`src/rtl/dbc_defines.svh`:
```
`ifndef DBC_DEFINES_SVH
`define DBC_DEFINES_SVH

// register byte offsets
`define DBC_OFS_CTRL 8'h00
`define DBC_OFS_STATE 8'h04
`define DBC_OFS_COMMS 8'h08
`define DBC_OFS_ISTAT 8'h0c
`define DBC_OFS_IMASK 8'h10
`define DBC_OFS_WP_BASE 8'h20
`define DBC_WP_STRIDE_LOG2 4
`define DBC_WP_ADDR 2'h0
`define DBC_WP_AMASK 2'h1
`define DBC_WP_DATA 2'h2
`define DBC_WP_CTRL 2'h3

// control register fields
`define DBC_CTRL_RESTART 0
`define DBC_CTRL_DBGREQ 1

// interrupt status fields
`define DBC_IRQ_ENTRY 0
`define DBC_IRQ_TXEMPTY 1
`define DBC_IRQ_RNG0 2
`define DBC_IRQ_RNG1 3
`define DBC_IRQ_W 4

// reset values
`define DBC_RST_WORD 32'h0000_0000
`define DBC_RST_WPCTRL 8'h00
`define DBC_RST_IMASK 4'h0

// test access instruction that selects the id code chain
`define DBC_IR_IDCODE 4'he

// bus responses
`define DBC_RESP_OKAY 2'h0
`define DBC_RESP_SLVERR 2'h2

`endif

```
`src/rtl/dbc_pkg.sv`:
```
package dbc_pkg;

  // debug mode of the core
  typedef enum logic {
    MODE_RUN = 1'b0,
    MODE_DEBUG = 1'b1
  } dbc_mode_t;

  // watchpoint unit configuration word
  typedef struct packed {
    logic [1:0] ext_val;
    logic [1:0] ext_care;
    logic rw_val;
    logic rw_care;
    logic data_care;
    logic enable;
  } dbc_wp_ctrl_t;

  // core pipeline and data bus view
  typedef struct packed {
    logic fetch_complete;
    logic pipe_advance;
    logic exec_valid;
    logic exec_cond_pass;
    logic exec_discard;
    logic data_req_end;
    logic data_write;
    logic [31:0] addr;
    logic [31:0] data;
  } dbc_core_t;

  // test access port strobes
  typedef struct packed {
    logic [3:0] ir;
    logic capture_dr;
    logic shift_dr;
    logic comms_read;
  } dbc_tap_t;

endpackage

```
`src/rtl/dbc_watch_unit.sv`:
```
`timescale 1ns/1ps
module dbc_watch_unit (
  input wire dbc_pkg::dbc_core_t core,
  input wire logic [1:0] ext_cond,
  input wire logic [31:0] addr_val,
  input wire logic [31:0] addr_mask,
  input wire logic [31:0] data_val,
  input wire dbc_pkg::dbc_wp_ctrl_t ctrl,
  output logic range_hit,
  output logic armed_hit
);
  logic addr_ok;
  logic data_ok;
  logic rw_ok;
  logic ext_ok;

  // compare buses; mask bits set mean ignore
  always_comb begin
    addr_ok = ((core.addr ^ addr_val) & ~addr_mask) == 32'h0000_0000;
    data_ok = !ctrl.data_care || (core.data == data_val);
    rw_ok = !ctrl.rw_care || (core.data_write == ctrl.rw_val);
    // RL6: external condition qualify
    ext_ok = ((ext_cond ^ ctrl.ext_val) & ctrl.ext_care) == 2'h0;
    // RL8: match ignores enable
    range_hit = core.data_req_end && addr_ok && data_ok && rw_ok && ext_ok;
    armed_hit = range_hit && ctrl.enable;
  end
endmodule // dbc_watch_unit

```
`src/rtl/dbc_id_shift.sv`:
```
`timescale 1ns/1ps
`include "dbc_defines.svh"
module dbc_id_shift (
  input wire logic aclk,
  input wire logic aresetn,
  input wire dbc_pkg::dbc_tap_t tap,
  input wire logic [31:0] scan_id_value,
  output logic test_data_out
);
  logic [31:0] sreg;
  logic [31:0] next_sreg;
  logic tdo;
  logic next_tdo;

  // capture id code, then shift lsb first
  always_comb begin
    next_sreg = sreg;
    next_tdo = tdo;
    // RL9: load id code
    if (tap.capture_dr && tap.ir == `DBC_IR_IDCODE) begin
      next_sreg = scan_id_value;
    end else if (tap.shift_dr) begin
      next_tdo = sreg[0];
      next_sreg = {1'b0, sreg[31:1]};
    end
  end

  always_ff @(posedge aclk) begin
    if (!aresetn) begin
      sreg <= `DBC_RST_WORD;
      tdo <= 1'b0;
    end else begin
      sreg <= next_sreg;
      tdo <= next_tdo;
    end
  end

  assign test_data_out = tdo;
endmodule // dbc_id_shift

```
`src/rtl/dbc_debug_ctrl.sv`:
```
// How it works
// RL1: comms empty output low while transmit word not yet drained.
// RL2: acknowledge output high exactly while the core sits in debug state.
// RL3: debug entry only while enable input high; otherwise debug disabled.
// RL4: internal request is external request ORed with control bit one.
// RL5: external request moves the core into debug state.
// RL6: two external condition bits qualify each watchpoint unit match.
// RL7: executed pulse only for execute-stage instructions that really run.
// RL8: range outputs follow unit matches regardless of enable bit.
// RL9: id code value shifts out on test data when id selected.
// RL10: breakpoint input tags fetch; debug entry when tag reaches execute.
// RL11: watchpoint input at data request end forces debug entry.
// RL12: debugger holds external request until acknowledge is seen.
`timescale 1ns/1ps
`include "dbc_defines.svh"
module dbc_debug_ctrl (
  input wire logic aclk,
  input wire logic aresetn,
  input wire logic [7:0] s_axi_awaddr,
  input wire logic s_axi_awvalid,
  output logic s_axi_awready,
  input wire logic [31:0] s_axi_wdata,
  input wire logic [3:0] s_axi_wstrb,
  input wire logic s_axi_wvalid,
  output logic s_axi_wready,
  output logic [1:0] s_axi_bresp,
  output logic s_axi_bvalid,
  input wire logic s_axi_bready,
  input wire logic [7:0] s_axi_araddr,
  input wire logic s_axi_arvalid,
  output logic s_axi_arready,
  output logic [31:0] s_axi_rdata,
  output logic [1:0] s_axi_rresp,
  output logic s_axi_rvalid,
  input wire logic s_axi_rready,
  input wire logic debug_features_enable,
  input wire logic external_debug_request,
  input wire logic [1:0] external_match_condition,
  input wire logic instruction_breakpoint_in,
  input wire logic data_watchpoint_in,
  input wire logic [31:0] scan_id_value,
  input wire dbc_pkg::dbc_core_t core,
  input wire dbc_pkg::dbc_tap_t tap,
  output logic comms_tx_empty,
  output logic [31:0] comms_tx_data,
  output logic debug_state_ack,
  output logic internal_debug_request,
  output logic instruction_executed,
  output logic [1:0] watchpoint_range_match,
  output logic test_data_out,
  output logic irq
);
  // byte-lane merge used by the watchpoint address, mask and data registers and the comms word
  function automatic logic [31:0] merge(input logic [31:0] old,
                                        input logic [31:0] wd,
                                        input logic [3:0] strb);
    logic [31:0] res;
    res = old;
    for (int b = 0; b < 4; b++) begin
      if (strb[b]) res[8*b +: 8] = wd[8*b +: 8];
    end
    return res;
  endfunction

  // true when an address falls in the watchpoint window
  function automatic logic is_wp(input logic [7:0] a);
    return a[7:5] == 3'(`DBC_OFS_WP_BASE >> 5);
  endfunction

  // bus state
  logic aw_held, w_held, next_aw_held, next_w_held;
  logic [7:0] aw_addr, next_aw_addr;
  logic [31:0] w_data, next_w_data;
  logic [3:0] w_strb, next_w_strb;
  logic bvalid, next_bvalid, rvalid, next_rvalid;
  logic [1:0] bresp, next_bresp, rresp, next_rresp;
  logic [31:0] rdata, next_rdata;
  // control state
  dbc_pkg::dbc_mode_t mode, next_mode;
  logic ctrl_req, next_ctrl_req;
  logic tx_full, next_tx_full;
  logic [31:0] tx_word, next_tx_word;
  logic dec_tag, next_dec_tag, exe_tag, next_exe_tag;
  logic [3:0] istat, next_istat, imask, next_imask;
  logic irq_q, next_irq_q, iexec, next_iexec, intreq, next_intreq;
  logic [1:0] rng, next_rng;
  logic [31:0] wp_addr [2], next_wp_addr [2];
  logic [31:0] wp_amask [2], next_wp_amask [2];
  logic [31:0] wp_data [2], next_wp_data [2];
  dbc_pkg::dbc_wp_ctrl_t wp_ctrl [2], next_wp_ctrl [2];
  logic [1:0] range_hit, armed_hit;
  logic wr_go, rd_go, enter, restart;
  logic [31:0] rd_word;
  logic rd_ok;

  // two watchpoint comparators
  for (genvar i = 0; i < 2; i++) begin : g_wp
    dbc_watch_unit u_wp (
      .core(core),
      .ext_cond(external_match_condition),
      .addr_val(wp_addr[i]),
      .addr_mask(wp_amask[i]),
      .data_val(wp_data[i]),
      .ctrl(wp_ctrl[i]),
      .range_hit(range_hit[i]),
      .armed_hit(armed_hit[i])
    );
  end

  dbc_id_shift u_id (
    .aclk(aclk),
    .aresetn(aresetn),
    .tap(tap),
    .scan_id_value(scan_id_value),
    .test_data_out(test_data_out)
  );

  // read mux
  always_comb begin
    rd_word = 32'h0000_0000;
    rd_ok = 1'b1;
    if (is_wp(s_axi_araddr) && s_axi_araddr[1:0] == 2'h0) begin
      case (s_axi_araddr[3:2])
        `DBC_WP_ADDR: rd_word = wp_addr[s_axi_araddr[4]];
        `DBC_WP_AMASK: rd_word = wp_amask[s_axi_araddr[4]];
        `DBC_WP_DATA: rd_word = wp_data[s_axi_araddr[4]];
        default: rd_word = {24'h0, wp_ctrl[s_axi_araddr[4]]};
      endcase
    end else begin
      case (s_axi_araddr)
        `DBC_OFS_CTRL: rd_word = {30'h0, ctrl_req, 1'b0};
        `DBC_OFS_STATE: rd_word = {26'h0, rng, intreq,
                                   debug_features_enable, !tx_full,
                                   mode == dbc_pkg::MODE_DEBUG};
        `DBC_OFS_COMMS: rd_word = tx_word;
        `DBC_OFS_ISTAT: rd_word = {28'h0, istat};
        `DBC_OFS_IMASK: rd_word = {28'h0, imask};
        default: rd_ok = 1'b0;
      endcase
    end
  end

  // next state of bus, registers and debug logic
  always_comb begin
    next_aw_held = aw_held;
    next_w_held = w_held;
    next_aw_addr = aw_addr;
    next_w_data = w_data;
    next_w_strb = w_strb;
    next_bvalid = bvalid;
    next_bresp = bresp;
    next_rvalid = rvalid;
    next_rresp = rresp;
    next_rdata = rdata;
    next_ctrl_req = ctrl_req;
    next_tx_full = tx_full;
    next_tx_word = tx_word;
    next_imask = imask;
    next_wp_addr = wp_addr;
    next_wp_amask = wp_amask;
    next_wp_data = wp_data;
    next_wp_ctrl = wp_ctrl;
    restart = 1'b0;
    // address and data taken in either order
    if (s_axi_awvalid && s_axi_awready) begin
      next_aw_held = 1'b1;
      next_aw_addr = s_axi_awaddr;
    end
    if (s_axi_wvalid && s_axi_wready) begin
      next_w_held = 1'b1;
      next_w_data = s_axi_wdata;
      next_w_strb = s_axi_wstrb;
    end
    wr_go = aw_held && w_held && !bvalid;
    if (wr_go) begin
      next_aw_held = 1'b0;
      next_w_held = 1'b0;
      next_bvalid = 1'b1;
      next_bresp = `DBC_RESP_OKAY;
      if (is_wp(aw_addr) && aw_addr[1:0] == 2'h0) begin
        case (aw_addr[3:2])
          `DBC_WP_ADDR: next_wp_addr[aw_addr[4]] =
            merge(wp_addr[aw_addr[4]], w_data, w_strb);
          `DBC_WP_AMASK: next_wp_amask[aw_addr[4]] =
            merge(wp_amask[aw_addr[4]], w_data, w_strb);
          `DBC_WP_DATA: next_wp_data[aw_addr[4]] =
            merge(wp_data[aw_addr[4]], w_data, w_strb);
          default: if (w_strb[0]) next_wp_ctrl[aw_addr[4]] = w_data[7:0];
        endcase
      end else begin
        case (aw_addr)
          `DBC_OFS_CTRL: if (w_strb[0]) begin
            restart = w_data[`DBC_CTRL_RESTART];
            next_ctrl_req = w_data[`DBC_CTRL_DBGREQ];
          end
          // RL1: loading the word fills the buffer
          `DBC_OFS_COMMS: begin
            next_tx_word = merge(tx_word, w_data, w_strb);
            next_tx_full = 1'b1;
          end
          `DBC_OFS_IMASK: if (w_strb[0]) next_imask = w_data[3:0];
          `DBC_OFS_STATE, `DBC_OFS_ISTAT: next_bresp = `DBC_RESP_OKAY;
          default: next_bresp = `DBC_RESP_SLVERR;
        endcase
      end
    end
    if (bvalid && s_axi_bready) next_bvalid = 1'b0;
    // RL1: drained unless refilled this cycle
    if (tap.comms_read && !(wr_go && aw_addr == `DBC_OFS_COMMS)) begin
      next_tx_full = 1'b0;
    end
    rd_go = s_axi_arvalid && s_axi_arready;
    if (rd_go) begin
      next_rvalid = 1'b1;
      next_rdata = rd_word;
      next_rresp = rd_ok ? `DBC_RESP_OKAY : `DBC_RESP_SLVERR;
    end else if (rvalid && s_axi_rready) begin
      next_rvalid = 1'b0;
    end
  end

  // debug entry, pipeline tags, events
  always_comb begin
    // RL4: request combine
    next_intreq = external_debug_request || ctrl_req;
    // RL10: tag at fetch, follow into execute, spent once executed
    next_dec_tag = dec_tag;
    next_exe_tag = exe_tag;
    if (core.exec_valid) next_exe_tag = 1'b0;
    if (core.pipe_advance) begin
      next_exe_tag = dec_tag;
      next_dec_tag = 1'b0;
    end
    if (core.fetch_complete) next_dec_tag = instruction_breakpoint_in;
    // RL3: RL5: RL11: entry causes gated by enable
    enter = debug_features_enable && (external_debug_request || ctrl_req
      || (exe_tag && core.exec_valid && !core.exec_discard)
      || (core.data_req_end && data_watchpoint_in) || (|armed_hit));
    next_mode = mode;
    if (!debug_features_enable) begin
      next_mode = dbc_pkg::MODE_RUN;
    end else if (enter) begin
      next_mode = dbc_pkg::MODE_DEBUG;
    end else if (restart) begin
      next_mode = dbc_pkg::MODE_RUN;
    end
    // RL7: only instructions that really execute
    next_iexec = core.exec_valid && core.exec_cond_pass && !core.exec_discard;
    // RL8: unit matches straight out
    next_rng = range_hit;
    // sticky events, set wins over read clear
    next_istat = istat;
    if (rd_go && s_axi_araddr == `DBC_OFS_ISTAT) next_istat = 4'h0;
    next_istat[`DBC_IRQ_ENTRY] = next_istat[`DBC_IRQ_ENTRY]
      || (next_mode == dbc_pkg::MODE_DEBUG && mode == dbc_pkg::MODE_RUN);
    next_istat[`DBC_IRQ_TXEMPTY] = next_istat[`DBC_IRQ_TXEMPTY]
      || (tx_full && !next_tx_full);
    next_istat[`DBC_IRQ_RNG0] = next_istat[`DBC_IRQ_RNG0] || range_hit[0];
    next_istat[`DBC_IRQ_RNG1] = next_istat[`DBC_IRQ_RNG1] || range_hit[1];
    next_irq_q = |(next_istat & next_imask);
  end

  always_ff @(posedge aclk) begin
    if (!aresetn) begin
      aw_held <= 1'b0;
      w_held <= 1'b0;
      aw_addr <= 8'h00;
      w_data <= `DBC_RST_WORD;
      w_strb <= 4'h0;
      bvalid <= 1'b0;
      bresp <= `DBC_RESP_OKAY;
      rvalid <= 1'b0;
      rresp <= `DBC_RESP_OKAY;
      rdata <= `DBC_RST_WORD;
      mode <= dbc_pkg::MODE_RUN;
      ctrl_req <= 1'b0;
      tx_full <= 1'b0;
      tx_word <= `DBC_RST_WORD;
      dec_tag <= 1'b0;
      exe_tag <= 1'b0;
      istat <= 4'h0;
      imask <= `DBC_RST_IMASK;
      irq_q <= 1'b0;
      iexec <= 1'b0;
      intreq <= 1'b0;
      rng <= 2'h0;
      for (int i = 0; i < 2; i++) begin
        wp_addr[i] <= `DBC_RST_WORD;
        wp_amask[i] <= `DBC_RST_WORD;
        wp_data[i] <= `DBC_RST_WORD;
        wp_ctrl[i] <= `DBC_RST_WPCTRL;
      end
    end else begin
      aw_held <= next_aw_held;
      w_held <= next_w_held;
      aw_addr <= next_aw_addr;
      w_data <= next_w_data;
      w_strb <= next_w_strb;
      bvalid <= next_bvalid;
      bresp <= next_bresp;
      rvalid <= next_rvalid;
      rresp <= next_rresp;
      rdata <= next_rdata;
      mode <= next_mode;
      ctrl_req <= next_ctrl_req;
      tx_full <= next_tx_full;
      tx_word <= next_tx_word;
      dec_tag <= next_dec_tag;
      exe_tag <= next_exe_tag;
      istat <= next_istat;
      imask <= next_imask;
      irq_q <= next_irq_q;
      iexec <= next_iexec;
      intreq <= next_intreq;
      rng <= next_rng;
      wp_addr <= next_wp_addr;
      wp_amask <= next_wp_amask;
      wp_data <= next_wp_data;
      wp_ctrl <= next_wp_ctrl;
    end
  end

  // outputs straight from flops
  assign s_axi_awready = !aw_held && !bvalid;
  assign s_axi_wready = !w_held && !bvalid;
  assign s_axi_bvalid = bvalid;
  assign s_axi_bresp = bresp;
  assign s_axi_arready = !rvalid;
  assign s_axi_rvalid = rvalid;
  assign s_axi_rdata = rdata;
  assign s_axi_rresp = rresp;
  // RL1: empty flag
  assign comms_tx_empty = !tx_full;
  assign comms_tx_data = tx_word;
  // RL2: acknowledge is the mode flop
  assign debug_state_ack = mode == dbc_pkg::MODE_DEBUG;
  assign internal_debug_request = intreq;
  assign instruction_executed = iexec;
  assign watchpoint_range_match = rng;
  assign irq = irq_q;
endmodule // dbc_debug_ctrl

```
`config.mk`:
```
export PLATFORM = sky130hd
export DESIGN_NAME = dbc_debug_ctrl
export DESIGN_NICKNAME = d
export VERILOG_FILES = /design/src/rtl/dbc_pkg.sv /design/src/rtl/dbc_watch_unit.sv /design/src/rtl/dbc_id_shift.sv /design/src/rtl/dbc_debug_ctrl.sv
export VERILOG_INCLUDE_DIRS = /design/src /design/src/rtl
export SDC_FILE = /design/constraint.sdc
export NUM_CORES = 1
export LEC_CHECK = 0
export CAP_MARGIN = 30
export CORE_ASPECT_RATIO = 1.2
export CORE_UTILIZATION = 46
export CTS_BUF_LIST = sky130_fd_sc_hd__clkbuf_4 sky130_fd_sc_hd__clkbuf_8
export CTS_CLUSTER_SIZE = 24
export DETAILED_ROUTE_END_ITERATION = 6
export DONT_BUFFER_PORTS = 1
export PLACE_DENSITY = 0.58
export SLEW_MARGIN = 15
export SYNTH_ARGS = -nofsm -noshare
export SYNTH_HDL_FRONTEND = slang
export SYNTH_SLANG_ARGS = --single-unit
```
`constraint.sdc`:
```
create_clock -name aclk -period 4.8 [get_ports aclk]
set_input_delay 0 -clock aclk [delete_from_list [all_inputs] [get_ports aclk]]
set_output_delay 0 -clock aclk [all_outputs]
set_load 0.01 [all_outputs]
```
==> results.yml <==
outcome:
  status: "finished, final reports clean"
global_routing:
  grt_antenna_before_repair: 2
  global_route_wire_length_before_repair_um: 108000
  via_count_of_the_first_global_routing_pass: 17500
  grt_start_max_net_pins: 95
  grt_overflow: 0
  grt_use_total_pct: 33.4
clock_network:
  path_clk_slew_ns: 0.06
  clock_latency_ns: 0.62
  tritoncts: "done"
  cts_made_buffers: 67
  ctsResizeCount: 0
  cts.hold.buffers_added: 221
  post_cts_buffers: 0
  cts.sinks: 373
  ctsHtreeMaxLevel: 3
  clockBufferDepth: 3
  root_buffer: "clkbuf_8"
placed_design:
  gp_congestion: 1.04
  buffer_ports.inserted: 0
  placed_cells: 2764
  place.detailed.hpwl_um: 47400
critical_path:
  worst-r2r-setup-slack_ns: 1.04
  cp.required_ns: 5.37
  cp_data_arrival_time_ns: 4.33
  timing.critical_path.fanout_max: 4
  path_class: "reg2reg"
  cp-start-kind: "flop"
  endpoint_kind: "flop"
die:
  die_x_um: 188
  ioPinCount: 256
  die_outline_area_um2: 42400
  dieHeight_um: 225
  floorplan.initialDensity_pct: 46.9
  floorplan.rows: 81
  floorplan.core_area_um2: 40800
synthesis:
  netlist_area_um2: 19100
  synth_area_in_xor_xnor_pct: 6.13
  synth.avg_cell_area_um2: 8.05
  yosys_most_used_dff: "dfxtp_1"
  post_synth_fa_ha_maj_area_fraction_pct: 0
  synth_seq_cells: 373
  number_of_flops_mapped_to_enable_cells_by_yosys: 0
  distinct_cells_synth: 60
  synth.most_common_cell: "dfxtp_1"
  yosys.area_share.simple_pct: 20.3
  synth.mux.area_fraction_pct: 12.4
  synthTopCellsByArea: "dfxtp_1, a21oi_1, nor2_1, mux2_2, xnor2_1"
  synth.top_cells.by_count: "dfxtp_1, nor2_1, a21oi_1"
  post_synthesis_sequential_area_ratio_pct: 39.0
  yosysWarningCount: 0
  post_synth_inst_count: 2378
  async_flop_share_pct: 0
  post_synthesis_compound_gate_area_fraction_pct: 18.1
  main_combinational_cell_family_by_area_after_synthesis: "simple AND/OR/NAND/NOR gates"
  synth.largest_area_cell: "dfxtp_1"
  synth_top_area_share_pct: 39.0
drt:
  drtAntennaViolNets: 0
  drt_iter0_markers: 1697
  detailroute.via_count: 18200
  wl_per_cell_um: 23.2
  count_of_tritonroute_iterations_in_the_first_routing_pass: 6
  vias_per_cell: 5.85
  finalWirelength_um: 72100
  post-route-drc-count: 0
job:
  maxCapViolations: 0
power:
  worst_ir_drop_on_vdd_mv: 0.159
  cellLeakagePower_uw: 0.00818
  power.density_cell_area_nw_per_um2: 309
cells_and_area:
  num-nets-final: 2691
  area_delta_synth_final_pct: 20.8
  instances_no_fill: 3108
  fillers: 3712
  post_route_cells_drive_above_1_share_pct: 13.3
sta:
  finalHoldViolCount: 0
  slew_viol_final: 0
  slew_headroom_pct: 31.8
  final.setup_skew_ns: 0.0148
  worst-slew-pin-transition_ns: 1.02
  tns_ns: 0
  final-setup-viol-count: 0
  period_share_pct: 78.4
  rsz0062_at_grt: "false"
  final.min_clock_period_ns: 3.76
  max_clock_freq_mhz: 266
min_path:
  min-delay-path-class: "in2reg"
flip-flops by register name, indices dropped and copies added (netlist names), 16 cells and up:
signal         count
w_data            32
wp_data           64
wp_amask          64
comms_tx_data     32
u_id.sreg         32
wp_addr           64
wp_ctrl           16
s_axi_rdata       32
logic make-up (layout without fill, tap and decap cells):
logic type | Yosys count | in the layout
multiplexers | 212 | 212
other | 1 | 6
AND/OR/NAND/NOR | 864 | 864
flip-flops | 373 | 373
buffers and inverters | 192 | 378
AO/OA/AOI/OAI | 602 | 602
XOR/XNOR | 134 | 134
through the flow:
stage	hold WS (ns)	total power (uW)	cell area [um^2]	setup WS, ns	utilization, %
floorplan	0.0990	3660	19100	2.84	-
global placement	0.103	3780	19300	2.04	47.3
detailed placement	0.106	3790	19400	1.99	47.5
CTS	0.00381	7170	23100	1.05	56.5
global route	0.0381	7360	23100	0.794	56.6
finish	0.0222	7140	23100	1.04	56.6
cell usage in the layout, fill, tap and decap left out, types with 4 or more instances in the layout:
cell / count
a211oi_1: 112
a21oi_1: 311
a221oi_1: 5
a31oi_1: 4
and2_1: 7
and3_1: 4
buf_12: 5
buf_4: 21
clkbuf_4: 25
clkbuf_8: 89
dfxtp_1: 371
diode_2: 4
dlygate4sd3_1: 219
inv_1: 10
mux2_2: 104
mux2i_1: 99
mux4_2: 9
nand2_1: 254
nand2b_1: 45
nand3_1: 41
nand4_1: 22
nor2_1: 343
nor2b_1: 6
nor3_1: 26
nor4_1: 13
o21ai_0: 114
o22ai_1: 33
o2bb2ai_1: 4
or2_0: 12
or2_2: 63
or2b_1: 8
xnor2_1: 128
xor2_1: 6
critical path, cell delays in order, from the launching register on:
cell	delay, ns
dfxtp_1	0.33
xnor2_1	0.22
o22ai_1	0.10
dlygate4sd3_1	0.56
nor4_1	0.21
dlygate4sd3_1	0.58
nand4_1	0.16
nor4_1	0.56
a211oi_2	0.13
o311ai_2	0.27
dlygate4sd3_1	0.58
final cells by class:
type,count,area (um^2),share of cell area [%]
antenna,4,10.0,0.0433
inverter,12,52.6,0.227
clock buffer,114,1410,6.11
multi-input combinational,1814,10900,47.3
clock inverter,4,50.0,0.216
tap,539,674,2.92
sequential,373,7470,32.3
timing repair buffer,248,2520,10.9
power breakdown:
part | internal [uW] | switching, uW
Clock | 1890 | 1350
Combinational | 294 | 371
Sequential | 3150 | 85.2
routing by layer:
metal  routed length [um]  GRT usage, %  vias to the layer above
li1                     -             -                     8552
met1                28700          40.6                     8704
met2                32800          53.3                      750
met3                 6490          8.32                      174
met4                 4050          19.8                        0
met5                    0             0                        -
path summary, 6_finish.rpt:
kind                                  from                      endpoint  depth (start not counted)
setup / recovery  wp_addr[21]$_SDFFE_PN0P_                irq$_SDFF_PN0_                         10
hold / removal             s_axi_araddr[4]  s_axi_rdata[30]$_SDFFE_PN0P_                          4
setup reg to reg  wp_addr[21]$_SDFFE_PN0P_                irq$_SDFF_PN0_                         10
hold reg to reg   wp_ctrl[12]$_SDFFE_PN0P_      wp_ctrl[12]$_SDFFE_PN0P_                          2
No activity file was read; power rests on OpenSTA's default activity.
